**config.mk**
```make
export PLATFORM = sky130hd
export DESIGN_NAME = system_clock_source_select
export DESIGN_NICKNAME = d
export VERILOG_FILES = /design/src/hw/clk_sel_pkg.sv /design/src/hw/system_clock_source_select.sv /design/src/hw/pin_sync.sv
export SDC_FILE = /design/constraint.sdc
export NUM_CORES = 1
export LEC_CHECK = 0
export BUFFER_PORTS_ARGS = -buffer_cell sky130_fd_sc_hd__buf_2
export CAP_MARGIN = 0
export CORE_UTILIZATION = 40
export CTS_CLUSTER_SIZE = 8
export DETAILED_ROUTE_END_ITERATION = 16
export SLEW_MARGIN = 20
export SYNTH_ARGS = -nofsm -noshare
export SYNTH_HDL_FRONTEND = slang
export SYNTH_HIERARCHICAL = 1
export SYNTH_SLANG_ARGS = --single-unit
```
**constraint.sdc**
```tcl
create_clock -name core_clk_i -period 9.6 [get_ports core_clk_i]
set_input_delay 1.92 -clock core_clk_i [delete_from_list [all_inputs] [get_ports core_clk_i]]
set_output_delay 1.92 -clock core_clk_i [all_outputs]
set_load 0.02 [all_outputs]
```
**src/hw/clk_sel_pkg.sv**
```systemverilog
// constants and types shared by the system clock selector
package clk_sel_pkg;

   // selection codes of the clock source select field
   localparam logic [1:0] SEL_WAKEUP    = 2'h0;
   localparam logic [1:0] SEL_RESERVED  = 2'h1;
   localparam logic [1:0] SEL_OSC_PLL   = 2'h2;
   localparam logic [1:0] SEL_DIRECT    = 2'h3;

   // prescaler divide field: factor is field value plus one, 1..1024
   localparam int         DIV_W         = 10;
   localparam int         CNT_W         = 11;
   localparam logic [CNT_W-1:0] DIV_MAX_FACTOR = 11'h400;

   // clock pins and source outputs sampled by the selector
   localparam int         NUM_SRC       = 5;
   localparam int         SRC_DIRECT    = 0;
   localparam int         SRC_CRYSTAL   = 1;
   localparam int         SRC_INTERNAL  = 2;
   localparam int         SRC_WAKEUP    = 3;
   localparam int         SRC_PLL       = 4;

   // selection and prescaler settings as one word
   typedef struct packed {
      logic [1:0]       clock_source_select;
      logic             pll_bypass_bit;
      logic             osc_from_internal;
      logic [DIV_W-1:0] prescaler_divide_field;
   } clk_cfg_s;

   // values after reset: run from the wakeup source, undivided
   localparam clk_cfg_s   CFG_RESET     = '{SEL_WAKEUP, 1'b1, 1'b0, 10'h000};
   localparam logic [CNT_W-1:0] CNT_RESET = 11'h000;

   typedef enum logic [1:0] {
      ST_RUN   = 2'b00,
      ST_DRAIN = 2'b01,
      ST_ARM   = 2'b10
   } sw_state_e;

endpackage

```
**src/hw/system_clock_source_select.sv**
```systemverilog
// system clock source selector with prescaler and glitch-free switching
//
// How it works
// - with select 11 the system clock follows the direct clock input.
// - in direct drive the high and low times follow the input's duty.
// - prescaler mode from the crystal with factor 1 acts as direct drive.
// - select 10 with pll bypass 1 divides the oscillator by the factor.
// - the prescaler input is the crystal or the internal clock source.
// - the factor is the divide field plus one; factor 1 passes through.
// - the largest factor is 1024, giving the slowest prescaled clock.
// - select 10 with pll bypass 0 enables the pll and uses its output.
// - select 00 takes the system clock from the wakeup clock source.
`timescale 1ns/100ps
`default_nettype none
module system_clock_source_select
   import clk_sel_pkg::*;
(
   // clock and reset
   input  wire logic                  core_clk_i,
   input  wire logic                  nrst_i,
   // clock pins and source outputs
   input  wire logic                  direct_clock_input_i,
   input  wire logic                  crystal_input_i,
   input  wire logic                  internal_clock_i,
   input  wire logic                  wakeup_clock_i,
   input  wire logic                  pll_clock_i,
   // configuration from software logic
   input  wire clk_sel_pkg::clk_cfg_s cfg_i,
   // system clock and status
   output logic                       sys_clk_o,
   output logic                       pll_enable_o,
   output logic                       switch_busy_o,
   output clk_sel_pkg::clk_cfg_s      active_cfg_o
);
   import clk_sel_pkg::*;

   // each pin or source clock passes two flops; sources must run below a
   // quarter of the core clock, and the output has a one-cycle grain
   logic [NUM_SRC-1:0] src_raw;
   logic [NUM_SRC-1:0] src_sync;

   assign src_raw[SRC_DIRECT]   = direct_clock_input_i;
   assign src_raw[SRC_CRYSTAL]  = crystal_input_i;
   assign src_raw[SRC_INTERNAL] = internal_clock_i;
   assign src_raw[SRC_WAKEUP]   = wakeup_clock_i;
   assign src_raw[SRC_PLL]      = pll_clock_i;

   genvar g;
   generate
      for (g = 0; g < NUM_SRC; g++) begin : g_sync
         pin_sync u_sync (
            .core_clk_i (core_clk_i),
            .nrst_i     (nrst_i),
            .async_i    (src_raw[g]),
            .sync_o     (src_sync[g])
         );
      end
   endgenerate

   // switching state
   sw_state_e        state;
   sw_state_e        next_state;
   clk_cfg_s         active;
   clk_cfg_s         next_active;
   logic             next_sys_clk;
   logic             next_pll_enable;
   logic             next_switch_busy;
   logic             div_clear;

   // divider state
   logic             level_prev;
   logic             next_level_prev;
   logic [CNT_W-1:0] cnt;
   logic [CNT_W-1:0] next_cnt;
   logic             div_high;
   logic             next_div_high;

   // decoded view of the active setting
   logic             use_div;
   logic             src_level;
   logic             src_out;
   logic             rise;
   logic [CNT_W-1:0] factor;
   logic [CNT_W-1:0] half;

   // source level and output of the active setting
   always_comb begin
      use_div   = 1'b0;
      src_level = 1'b0;
      case (active.clock_source_select)
         SEL_DIRECT: begin
            src_level = src_sync[SRC_DIRECT];
         end
         SEL_OSC_PLL: begin
            if (active.pll_bypass_bit) begin
               use_div = 1'b1;
               src_level = active.osc_from_internal ?
                           src_sync[SRC_INTERNAL] :
                           src_sync[SRC_CRYSTAL];
            end else begin
               src_level = src_sync[SRC_PLL];
            end
         end
         SEL_WAKEUP: begin
            src_level = src_sync[SRC_WAKEUP];
         end
         default: begin
            // reserved code: output held low
            src_level = 1'b0;
         end
      endcase
      // factor = field + 1, reaching 1024 at the largest field value
      factor = {1'b0, active.prescaler_divide_field} + 11'h001;
      half   = (factor + 11'h001) >> 1;
      rise   = src_level & ~level_prev;
      // factor 1 and undivided modes pass the level and its duty unchanged
      if (use_div && factor != 11'h001) begin
         src_out = div_high;
      end else begin
         src_out = src_level;
      end
   end

   // divider advances only on source rising edges, so no short phase
   always_comb begin
      next_level_prev = src_level;
      next_cnt        = cnt;
      next_div_high   = div_high;
      if (div_clear) begin
         // restart from a low output so the first high is full
         next_cnt      = CNT_RESET;
         next_div_high = 1'b0;
      end else if (rise) begin
         // high from count 0 up to count half: ceil(factor/2) periods
         if (cnt == CNT_RESET) begin
            next_div_high = 1'b1;
         end
         if (cnt == half) begin
            next_div_high = 1'b0;
         end
         if (cnt + 11'h001 >= factor) begin
            next_cnt = CNT_RESET;
         end else begin
            next_cnt = cnt + 11'h001;
         end
      end
   end

   // switch: drain the old high phase, swap, arm on a low new source
   always_comb begin
      next_state   = state;
      next_active  = active;
      next_sys_clk = sys_clk_o;
      div_clear    = 1'b0;
      case (state)
         ST_RUN: begin
            next_sys_clk = src_out;
            if (cfg_i != active) begin
               next_state = ST_DRAIN;
            end
         end
         ST_DRAIN: begin
            // finish the running high phase, then hold low
            next_sys_clk = src_out;
            if (!src_out) begin
               next_state  = ST_ARM;
               next_active = cfg_i;
               div_clear   = 1'b1;
            end
         end
         ST_ARM: begin
            // held low until the new source is low, so its first high is full
            next_sys_clk = 1'b0;
            div_clear    = 1'b1;
            if (!src_level) begin
               next_state = ST_RUN;
            end
         end
         default: begin
            next_state   = ST_ARM;
            next_sys_clk = 1'b0;
            div_clear    = 1'b1;
         end
      endcase
      next_pll_enable  = (next_active.clock_source_select == SEL_OSC_PLL) &&
                         !next_active.pll_bypass_bit;
      next_switch_busy = (next_state != ST_RUN);
   end

   always_ff @(posedge core_clk_i or negedge nrst_i) begin
      if (!nrst_i) begin
         level_prev <= 1'b0;
         cnt        <= CNT_RESET;
         div_high   <= 1'b0;
      end else begin
         level_prev <= next_level_prev;
         cnt        <= next_cnt;
         div_high   <= next_div_high;
      end
   end

   // outputs come straight from these flops
   always_ff @(posedge core_clk_i or negedge nrst_i) begin
      if (!nrst_i) begin
         state         <= ST_ARM;
         active        <= CFG_RESET;
         sys_clk_o     <= 1'b0;
         pll_enable_o  <= 1'b0;
         switch_busy_o <= 1'b1;
         active_cfg_o  <= CFG_RESET;
      end else begin
         state         <= next_state;
         active        <= next_active;
         sys_clk_o     <= next_sys_clk;
         pll_enable_o  <= next_pll_enable;
         switch_busy_o <= next_switch_busy;
         active_cfg_o  <= next_active;
      end
   end
endmodule
`default_nettype wire

```
**src/hw/pin_sync.sv**
```systemverilog
// two flip-flop synchroniser for one level from outside the clock domain
`timescale 1ns/100ps
`default_nettype none
module pin_sync (
   // clock and reset
   input  wire logic core_clk_i,
   input  wire logic nrst_i,
   // level in and out
   input  wire logic async_i,
   output logic      sync_o
);
   logic stage1;

   always_ff @(posedge core_clk_i or negedge nrst_i) begin
      if (!nrst_i) begin
         stage1 <= 1'b0;
         sync_o <= 1'b0;
      end else begin
         stage1 <= async_i;
         sync_o <= stage1;
      end
   end
endmodule
`default_nettype wire

```
==> results.md, run 1 <==
- Seq pwr share: 34.8%
- Worst setup path class: flip-flop to flip-flop
- Sw power: between 400 and 500 uW
- Max-slew headroom: a little under two fifths
- CP startpoint: active[0]
- Drc violations: 0
- Die H: 88.1 um
- Top-count cell post-synth: xnor2_1
- Worst EP required: a little under 10000 ps
- Post-synth top flop: dfrtp_1
- PostCTS Resize Cnt: 0
- Seq/Total Area, Yosys: between 30 and 40%
- Clock Latency Late Sink: between 300 and 400 ps
- RePlAce Congestion: around 0.82
- Synth Register Bits: 42
- Final Setup Violations: 0
- Async SR Flop Fraction: 100%
- Initial antenna violation count: 0
- Top cell type's share of synthesized area: roughly a third
- CP Max Fanout: 14
- Synth area leader: dfrtp_1
- # nets final: between 300 and 400
- CP startpoint kind: flip-flop
- Core Rows: 31
- Power density over the cells: 299 nW/um^2
- Setup repair bufs after CTS: 0
- First-pass GRT wire length: around 11 mm
- Worst-Margin Slew: 944 ps
- Maximum clock frequency: about 300 MHz
- Cells after Synth: roughly 310
- Worst Clk Skew: 8.67 ps
- Static leakage: approximately 0.0013 uW
- DR vias: around 2300
- Pint: approximately 500 uW
- WHS Path Cells: 0
- Syn Std Cell Area: around 3000 sq um
- Drt first-iter violations: between 100 and 150
- Grt ovf: 0
- Hold Crit Class: flip-flop to flip-flop
- Clock H-tree levels: 2
- Avg Inst Size Synth: 9.63 sq um
- Hold-fix buffers, CTS: 0
- DRT antenna net count: 0
- Wl on met1: roughly 3.1 mm
- Largest net degree at the start of global routing: 43
- CTS tree: yes
- Port Buf Inserts: 37
- Leading post-synthesis cells by cell area: dfrtp_1 (33%), xnor2_1 (12%), ha_1 (5.5%), mux2_2 (3.4%), nand3_1 (3.0%)
- Crit share post-route: a little over a third
- Clock Power Share: 13.3%
- DR WL met3: roughly 180 um
- Root Driver: clkbuf_8
- Top cells by count, synth: xnor2_1 (40), dfrtp_1 (39), nand2_1 (23)
- Core area: 7210 sq um
- Metal2 WL: 2.96 mm
- Synthesized Nets: roughly 340
- Comb pwr share: 52.0%
- CP most frequent cell: ha_1
- Wirelength per Cell: roughly 15 um
- Sequence of cells on the critical path: ha_1 -> and3_4 -> xnor2_1 -> ha_1 -> o2111ai_1 -> o21a_1 -> maj3_1 -> a221oi_1 -> o21ai_0 -> buf_4 -> a31oi_1 -> o22ai_1
- CP endpoint kind: flip-flop
- Final slew viol count: 0
- Final Hold Vio Count: 0
- Synth cell types: 61
- Max-Cap Viols: 0
- Total track usage: 17.9%
- Number of buffers created by CTS: 5
- Layout cells sized above 1: between 20% and 30%
- Vias per cell: 5.39
- DP HPWL: 4.69 mm
- Slowest CP cell: dfrtp_1
- Clock Sinks: between 40 and 50
- I/O pin cnt: 38
- Clock-pin slew on the worst setup and hold paths: 100 ps
- Vias in the first global route: between 2000 and 2500
- CP arrival: around 3600 ps
- Min-Delay Startpoint: g_sync[2].u_sync/stage1
- Worst reg2reg startpoint: active[0]
- WL final: 6.36 mm
- Reg2reg path depth: 12
- Post-synth EDFFs: 0
- Hold_ws: around 360 ps
- Area delta synth->final: 9.28%
- Pre-antenna DRT Iters: 4
- Switching share of total power: between 40% and 50%
- IR Drop Worst-Case VDD: 0.000120 V
- Clock tree buffer depth: 2
- Synth warnings: 6
- Final min period: 3390 ps
- Top sig layer: met4
- Ant diodes: 0
- RSZ-0062 raised after global routing: no
- CP peak stage delay: 620 ps
- Starting Density: approximately two fifths
- Status: finished clean
- Setup_tns: 0 ps
- Die Wd: between 80 and 90 um
- Area of the die: 7760 sq um
sequential cells by signal, summed over array words and instances (netlist names), 2 cells and up:
signal and flops:
active 14, cnt 11, g_sync.u_sync/stage1 5, g_sync.u_sync/sync_o 5, state 2
layout by cell type (no fill, tap or decap), types with 3 or more instances in the layout:
master	count
xnor2_1	40
dfrtp_1	39
buf_2	37
nand2_1	23
nand3_1	18
inv_1	13
nor2_1	13
ha_1	13
o21ai_0	11
xor2_1	9
mux2_2	9
nor3_1	7
nand4_1	6
o22ai_1	5
a32o_1	5
clkbuf_8	5
and3_1	4
mux2i_1	4
o211ai_1	4
a21oi_1	4
nor4_1	3
nor2b_1	3
nand3b_1	3
a31oi_1	3
dfstp_2	3
inv_6	3
worst paths after layout:
kind / endpoint / slack, ps
max: cnt[5] / 6210
min: g_sync[2].u_sync/sync_o / 360
max reg2reg: cnt[5] / 6210
min reg2reg: g_sync[2].u_sync/sync_o / 360
max in group asynchronous: g_sync[0].u_sync/sync_o / 7270
min in group asynchronous: cnt[4] / 1740
per-stage QoR:
step / instances / setup WS (ps) / utilization [%] / total power, uW / area [sq um]
finish: 430 / 6210 / 44.9 / 970 / 3240
global route: 430 / 5890 / 44.9 / 1050 / 3240
CTS: 430 / 6190 / 44.9 / 977 / 3240
detailed placement: 422 / 6230 / 43.6 / 846 / 3150
global placement: 422 / 6330 / 43.6 / 840 / 3150
floorplan: 308 / 6450 / - / 739 / 2970
cell type report:
cell class / count / area (sq um)
fillers: 706 / 3970
multi-input cells: 230 / 1730
flip-flops and latches: 42 / 1050
repair buffers: 38 / 193
well taps: 99 / 124
clock buffers: 5 / 68.8
inverters: 13 / 48.8
clock inverters: 3 / 26.3
critical path: cells and delay by family (launching register included):
kind,cells,cell delay (ps)
flops,1,620
compound gates,6,970
xor+xnor,1,110
buf+inv,1,190
simple gates,1,290
fa+ha+maj,3,1080
power by group through the flow:
stage / Sequential (uW) / Clock [uW] / Combinational [uW]
global route: 351 / 139 / 563
global placement: 337 / 0 / 503
floorplan: 316 / 0 / 423
finish: 337 / 128 / 504
CTS: 336 / 130 / 511
detailed placement: 340 / 0 / 506
logic make-up (layout without fill, tap and decap cells):
family / count (synthesis) / in the layout / share of synthesized area (%)
multiplexers: 15 / 15 / 5.53
AND/OR/NAND/NOR: 95 / 95 / 17.6
flip-flops: 42 / 42 / 35.6
XOR/XNOR: 49 / 49 / 14.5
adder cells (fa/ha/maj): 15 / 15 / 6.16
AO/OA/AOI/OAI: 56 / 56 / 14.4
buffers and inverters: 36 / 59 / 6.24
per-layer routing:
layer | vias to the layer above | global-route usage, %
met5 | - | 0
met4 | 0 | 5.72
met3 | 5 | 3.11
met2 | 34 | 29.3
met1 | 1134 | 24.2
li1 | 1145 | -
Power figures use the tool's default switching activity.
==> run 2, diff against run 1 <==
==> constraint.sdc (replaced) <==
create_clock -name core_clk_i -period 2.85 [get_ports core_clk_i]
set_input_delay 0.57 -clock core_clk_i [delete_from_list [all_inputs] [get_ports core_clk_i]]
set_output_delay 0.57 -clock core_clk_i [all_outputs]
set_load 0.02 [all_outputs]
==> run 2 against run 1 <==
Fmax rose by 23%; critical path type unchanged; power rose to 3.8 times the previous value; clock power rose to 3.3 times the previous value; routed wire length rose by 6.4%; sequential share of layout area fell by 3.8 points; via count rose by 7.1%; largest cell class unchanged; cell area rose by 14%; flip-flop and latch count did not move; count of clock-buffer cells in the layout did not move; sequential power rose to 2.9 times the previous value.
==> results.md, run 2 (synthesized netlist as in run 1, its figures left out) <==
- Status: finished clean
- Final min period: 2760 ps (-630 ps)
- CP startpoint: active[1]
- Final Setup Violations: 0 (unchanged)
- Die Wd: 88.1 um (unchanged)
- Clock H-tree levels: 2 (unchanged)
- I/O pin cnt: 38 (unchanged)
- Sequence of cells on the critical path: ha_4 -> and3_4 -> xnor2_4 -> ha_4 -> o2111ai_1 -> o21a_1 -> maj3_2 -> a221oi_4 -> o21ai_4 -> a32oi_1 -> o21ai_1
- Ant diodes: 0 (unchanged)
- DP HPWL: 5.01 mm (+6.9%)
- Placed Area: 3400 sq um (+8.1%)
- Reg with most FFs: active
- Layout cells sized above 1: 34.1% (+14 points)
- CP peak stage delay: 470 ps (-150 ps)
- Worst Clk Skew: 5.00 ps (-3.67 ps)
- Starting Density: 41.1% (unchanged)
- Most frequent cells in the layout: xnor2_1 (38), buf_2 (37), buf_4 (35)
- Slowest CP cell: dfrtp_2
- CP Max Fanout: 7 (-7)
- Drt first-iter violations: 86 (-28%)
- DRT antenna net count: 0 (unchanged)
- Largest net degree at the start of global routing: 43 (unchanged)
- Power density over the cells: 1010 nW/um^2 (+240%)
- # nets final: 402 (+10%)
- Hold Crit Class: flip-flop to flip-flop
- Vias per cell: 5.31 (-1.6%)
- Final slew viol count: 0 (unchanged)
- Drc violations: 0 (unchanged)
- FF-to-FF setup slack: 90 ps (-6120 ps)
- Vias in the first global route: 2259 (+2.7%)
- Worst setup path class: flip-flop to flip-flop
- Core Rows: 31 (unchanged)
- Fillers: 688 (-2.5%)
- Worst-Margin Slew: 939 ps (-5.39 ps)
- Clock Sinks: 42 (unchanged)
- IR Drop Worst-Case VDD: 0.000441 V (+270%)
- Dpl cells: 451 (+6.9%)
- RePlAce Congestion: 0.795 (-2.5%)
- Core area: 7210 sq um (unchanged)
- RSZ-0062 raised after global routing: yes
- Max reg flops: 14 (unchanged)
- Top sig layer: met4
- Crit share post-route: 96.8% (+61 points)
- Regs by FF count: active (14), cnt (11)
- CP endpoint kind: flip-flop
- Reg2reg path depth: 11 (-1)
- DR vias: 2483 (+7.1%)
- Wl on met1: 3.14 mm (+0.58%)
- Wirelength per Cell: 14.5 um (-2.2%)
- Initial antenna violation count: 0 (unchanged)
- Max-slew headroom: 37.4% (+0.36 points)
- Worst R2R End: cnt[6]
- CTS tree: yes
- First-pass GRT wire length: 11.1 mm (+3.4%)
- Number of buffers created by CTS: 5 (unchanged)
- WL final: 6.77 mm (+6.4%)
- Area of the die: 7760 sq um (unchanged)
- Total track usage: 18.5% (+0.56 points)
- Most common cell after layout, fill and taps aside: xnor2_1
- CP most frequent cell: ha_4
- Finished Core Util: 51.2% (+6.3 points)
- Metal2 WL: 3.30 mm (+11%)
- Clock tree buffer depth: 2 (unchanged)
- Clock Latency Late Sink: 300 ps (about the same)
- Worst EP required: 3040 ps (-6750 ps)
- Grt ovf: 0 (unchanged)
- Die H: 88.1 um (unchanged)
- CP endpoint: cnt[6]
- Hold_ws: 355 ps (-1.71 ps)
- Final instance area: 3690 sq um (+14%)
- Final std cells w/o fill: 468 (+8.8%)
- DR WL met3: 237 um (+32%)
- Area delta synth->final: 24.6%
- Worst reg2reg startpoint: active[1]
- Maximum clock frequency: 363 MHz (+23%)
- Total Power: 3730 uW (+280%)
- Final Hold Vio Count: 0 (unchanged)
- Hold-fix buffers, CTS: 0 (unchanged)
- Port Buf Inserts: 37 (unchanged)
- Clock-pin slew on the worst setup and hold paths: 90 ps (about the same)
- CP startpoint kind: flip-flop
- Pre-antenna DRT Iters: 4 (unchanged)
- Root Driver: clkbuf_8
- CP arrival: 2950 ps (-630 ps)
- Max-Cap Viols: 0 (unchanged)
- Static leakage: 0.00156 uW (+18%)
==> run 2: changes by cell type in the layout (fill, tap and decap cells not counted), sizes merged <==
cell | previous run | this run
buf | 38 | 75
o21ai | 13 | 14
==> run 2: per-layer routing <==
metal / track usage, % / vias up
met2: 31.1 / 38
met4: 5.57 / 0
met5: 0 / -
met3: 3.02 / 6
li1: - / 1221
met1: 24.5 / 1218
==> run 2: through the flow <==
step,setup TNS [ps],worst slack (ps)
global placement,0,25.5
finish,0,92.2
detailed placement,-255,-88.2
global route,-113,-45.6
floorplan,0,0.0124
CTS,0,36.6
==> run 2: how the worst min path moves through the flow <==
stage / startpoint / endpoint / slack (ps) / cells after the start
finish: g_sync[0].u_sync/stage1 / g_sync[0].u_sync/sync_o / 360 / 0
global route: wakeup_clock_i / g_sync[3].u_sync/stage1 / 350 / 1
CTS: wakeup_clock_i / g_sync[3].u_sync/stage1 / 350 / 1
detailed placement: g_sync[0].u_sync/stage1 / g_sync[0].u_sync/sync_o / 330 / 0
global placement: g_sync[0].u_sync/stage1 / g_sync[0].u_sync/sync_o / 330 / 0
floorplan: nrst_i / active[0] / 270 / 0
==> run 2: power by group <==
part,internal (uW),switching (uW)
clock,182,237
sequential,779,206
combinational,1110,1210
total,2080,1660
==> run 2: critical path: cells and delay by family (launching register included) <==
kind                       cells  cell delay (ps)
AOI/OAI and AO/OA              6             1060
xor gates and xnor gates       1              140
adders and majority gates      3              770
DFF                            1              470
and+or+nand+nor                1              180
==> run 2: area by class of cell <==
type                            instances  area (sq um)  share of cell area (%)
Clock inverter                          3          26.3                   0.711
Timing Repair Buffer                   75           490                    13.3
Sequential cell                        42          1060                    28.7
Clock buffer                            5          68.8                    1.86
Multi-Input combinational cell        231          1880                    50.8
Tap cell                               99           124                    3.35
Inverter                               13          48.8                    1.32
==> run 2: what timing repair did <==
action / 4_1_cts / 5_1_grt
cloned: 0 / 1
gates resized for setup: 1 / 21
setup endpoints to repair: 4 / 23
pin swaps: 0 / 17
endpoints found under the hold margin: 0 / 0
setup buffers: 0 / 8
==> run 3, diff against run 2 <==
--- a/config.mk
+++ b/config.mk
@@ -7,6 +7,7 @@
 export LEC_CHECK = 0
 export BUFFER_PORTS_ARGS = -buffer_cell sky130_fd_sc_hd__buf_2
 export CAP_MARGIN = 0
+export CORE_MARGIN = 2
 export CORE_UTILIZATION = 40
 export CTS_CLUSTER_SIZE = 8
 export DETAILED_ROUTE_END_ITERATION = 16
==> constraint.sdc (replaced) <==
create_clock -name core_clk_i -period 2.85 [get_ports core_clk_i]
set_input_delay 0.1425 -clock core_clk_i [delete_from_list [all_inputs] [get_ports core_clk_i]]
set_output_delay 0.1425 -clock core_clk_i [all_outputs]
set_load 0.02 [all_outputs]
==> run 3 against run 2 <==
Critical path depth is the same; combinational power is essentially flat; cell count grew 1.3%; flip-flop and latch count is the same; utilization grew 1.5 points; power grew 1.0%; highest routed layer unchanged; clock skew grew 7.7 ps.
==> results.md, run 3 (synthesized netlist as in run 1, its figures left out) <==
- Status: finished clean
- Final instance area: 3800 sq um (+2.8%)
- Hold Crit Class: primary input to flip-flop
- Final worst setup slack: 27.2 ps (-65.0 ps)
- Reg with most FFs: active
- Max-Cap Viols: 0 (unchanged)
- Number of buffers created by CTS: 5 (unchanged)
- Post-place setup slack: -62.2 ps (+25.9 ps)
- Final min period: 2820 ps (+65.0 ps)
- Dpl cells: 452 (+0.22%)
- RePlAce Congestion: 0.811 (+2.0%)
- WL final: 7.19 mm (+6.3%)
- Crit share post-route: 99.0% (+2.3 points)
- RSZ-0062 raised after global routing: yes
- Starting Density: 41.1% (unchanged)
- Comb pwr share: 62.2% (-0.2 points)
- Core area: 7210 sq um (unchanged)
- Clock Power Share: 11.6% (+0.4 points)
- Die H: 90.1 um (+2.3%)
- Placed Area: 3410 sq um (+0.22%)
- Switching share of total power: 44.9% (+0.56 points)
- Pint: 2080 uW (about the same)
- Vias in the first global route: 2307 (+2.1%)
- Clock tree buffer depth: 2 (unchanged)
- Grt ovf: 0 (unchanged)
- CP Max Fanout: 6 (-1)
- Clock Latency Late Sink: 310 ps (about the same)
- Final std cells w/o fill: 474 (+1.3%)
- Maximum clock frequency: 354 MHz (-2.3%)
- CP startpoint kind: flip-flop
- Hold_ws: 59.0 ps (-296 ps)
- IR Drop Worst-Case VDD: 0.000539 V (+22%)
- Max-slew headroom: 63.8% (+26 points)
- Core Rows: 31 (unchanged)
- Die Wd: 90.1 um (+2.3%)
- CTS tree: yes
- # nets final: 408 (+1.5%)
- Vias per cell: 5.26 (-0.79%)
- Largest net degree at the start of global routing: 43 (unchanged)
- Wl on met1: 3.25 mm (+3.4%)
- Wirelength per Cell: 15.2 um (+4.9%)
- Clock Sinks: 42 (unchanged)
- Finished Core Util: 52.7% (+1.5 points)
- Area delta synth->final: 28.1%
- Root Driver: clkbuf_8
- Worst EP required: 3040 ps (about the same)
- Top sig layer: met4
- Power density over the cells: 992 nW/um^2 (-1.7%)
- Worst setup path class: flip-flop to flip-flop
- Port Buf Inserts: 37 (unchanged)
- Metal2 WL: 3.62 mm (+9.7%)
- DP HPWL: 5.16 mm (+3.0%)
- Layout cells sized above 1: 34.4% (+0.25 points)
- CP arrival: 3010 ps (+60 ps)
- Total track usage: 17.4% (-1.1 points)
- DRT antenna net count: 0 (unchanged)
- CP endpoint kind: flip-flop
- Sw power: 1690 uW (+2.3%)
- Initial antenna violation count: 0 (unchanged)
- Clock-pin slew on the worst setup and hold paths: 100 ps (about the same)
- Most frequent cells in the layout: xnor2_1 (37), buf_2 (36), buf_4 (34)
- Seq pwr share: 26.2% (-0.2 points)
- Final Setup Violations: 0 (unchanged)
- Worst Clk Skew: 12.7 ps (+7.70 ps)
- Drc violations: 0 (unchanged)
- Drt first-iter violations: 140 (+63%)
- Ant diodes: 0 (unchanged)
- Final slew viol count: 0 (unchanged)
- Pre-antenna DRT Iters: 4 (unchanged)
- Regs by FF count: active (14), cnt (11)
- First-pass GRT wire length: 11.5 mm (+3.7%)
- Worst-Margin Slew: 543 ps (-396 ps)
- DR WL met3: 237 um (unchanged)
- Most common cell after layout, fill and taps aside: xnor2_1
- I/O pin cnt: 38 (unchanged)
- Static leakage: 0.00159 uW (+2.0%)
- Final Hold Vio Count: 0 (unchanged)
- DR vias: 2495 (+0.48%)
- Area of the die: 8120 sq um (+4.6%)
- Clock H-tree levels: 2 (unchanged)
- Max reg flops: 14 (unchanged)
## run 3: cell types whose count changed in the layout (fill, tap and decap cells not counted), moves of 2 or more
cell / previous run / this run
dlygate4sd3_1: 0 / 6
buf_6: 2 / 4
ha_1: 10 / 8
ha_4: 3 / 5
inv_6: 3 / 1
## run 3: layout make-up
class | count | area, sq um
tap | 99 | 124
multi-input combinational | 231 | 1910
inverter | 13 | 48.8
clock buffer | 5 | 68.8
clock inverter | 3 | 28.8
timing repair buffer | 81 | 561
fill | 671 | 3410
sequential | 42 | 1060
## run 3: what timing repair did
item,4_1_cts,5_1_grt
buffers inserted,0,7
pin swaps,0,5
endpoints found under the hold margin,5,39
gates cloned,0,1
endpoints found under the setup margin,4,23
resized for setup,1,27
hold buffers,5,1
## run 3: metrics by stage
stage	power [uW]	TNS (ps)
floorplan	2510	0
global placement	3100	0
detailed placement	3140	-161
CTS	3600	0
global route	4050	-541
finish	3770	0
## run 3: worst max-delay path, cell delays in order (launching register included)
cell,delay (ps)
dfrtp_1,400
buf_4,150
ha_4,160
buf_6,120
xor2_1,140
ha_1,280
o2111ai_1,100
o21a_1,200
maj3_2,330
a221oi_4,360
o21ai_2,180
a32o_1,290
## run 3: power by group through the flow
| stage | Combinational (uW) | Sequential, uW | Clock (uW) |
|---|---|---|---|
| final | 2340 | 989 | 437 |
| after global routing | 2540 | 1030 | 479 |
| after global placement | 2110 | 985 | 0 |
| after CTS | 2170 | 980 | 451 |
| after detailed placement | 2150 | 992 | 0 |
| after floorplan | 1440 | 1070 | 0 |
## run 3: worst paths after layout
path,from,slack [ps],depth (start not counted),end
worst max-delay path,cnt[1],30,11,cnt[9]
worst max register to register,cnt[1],30,11,cnt[9]
min in group asynchronous,nrst_i,360,2,g_sync[1].u_sync/stage1
worst min-delay path,cfg_i[1],60,3,active[1]
worst min register to register,g_sync[2].u_sync/stage1,360,0,g_sync[2].u_sync/sync_o
max in group asynchronous,nrst_i,2080,2,cnt[2]
## run 3: routing by layer
| metal | up-vias | GRT usage, % |
|---|---|---|
| met1 | 1212 | 23.4 |
| met2 | 42 | 29.0 |
| met3 | 6 | 2.85 |
| li1 | 1235 | - |
| met4 | 0 | 4.87 |
| met5 | - | 0 |
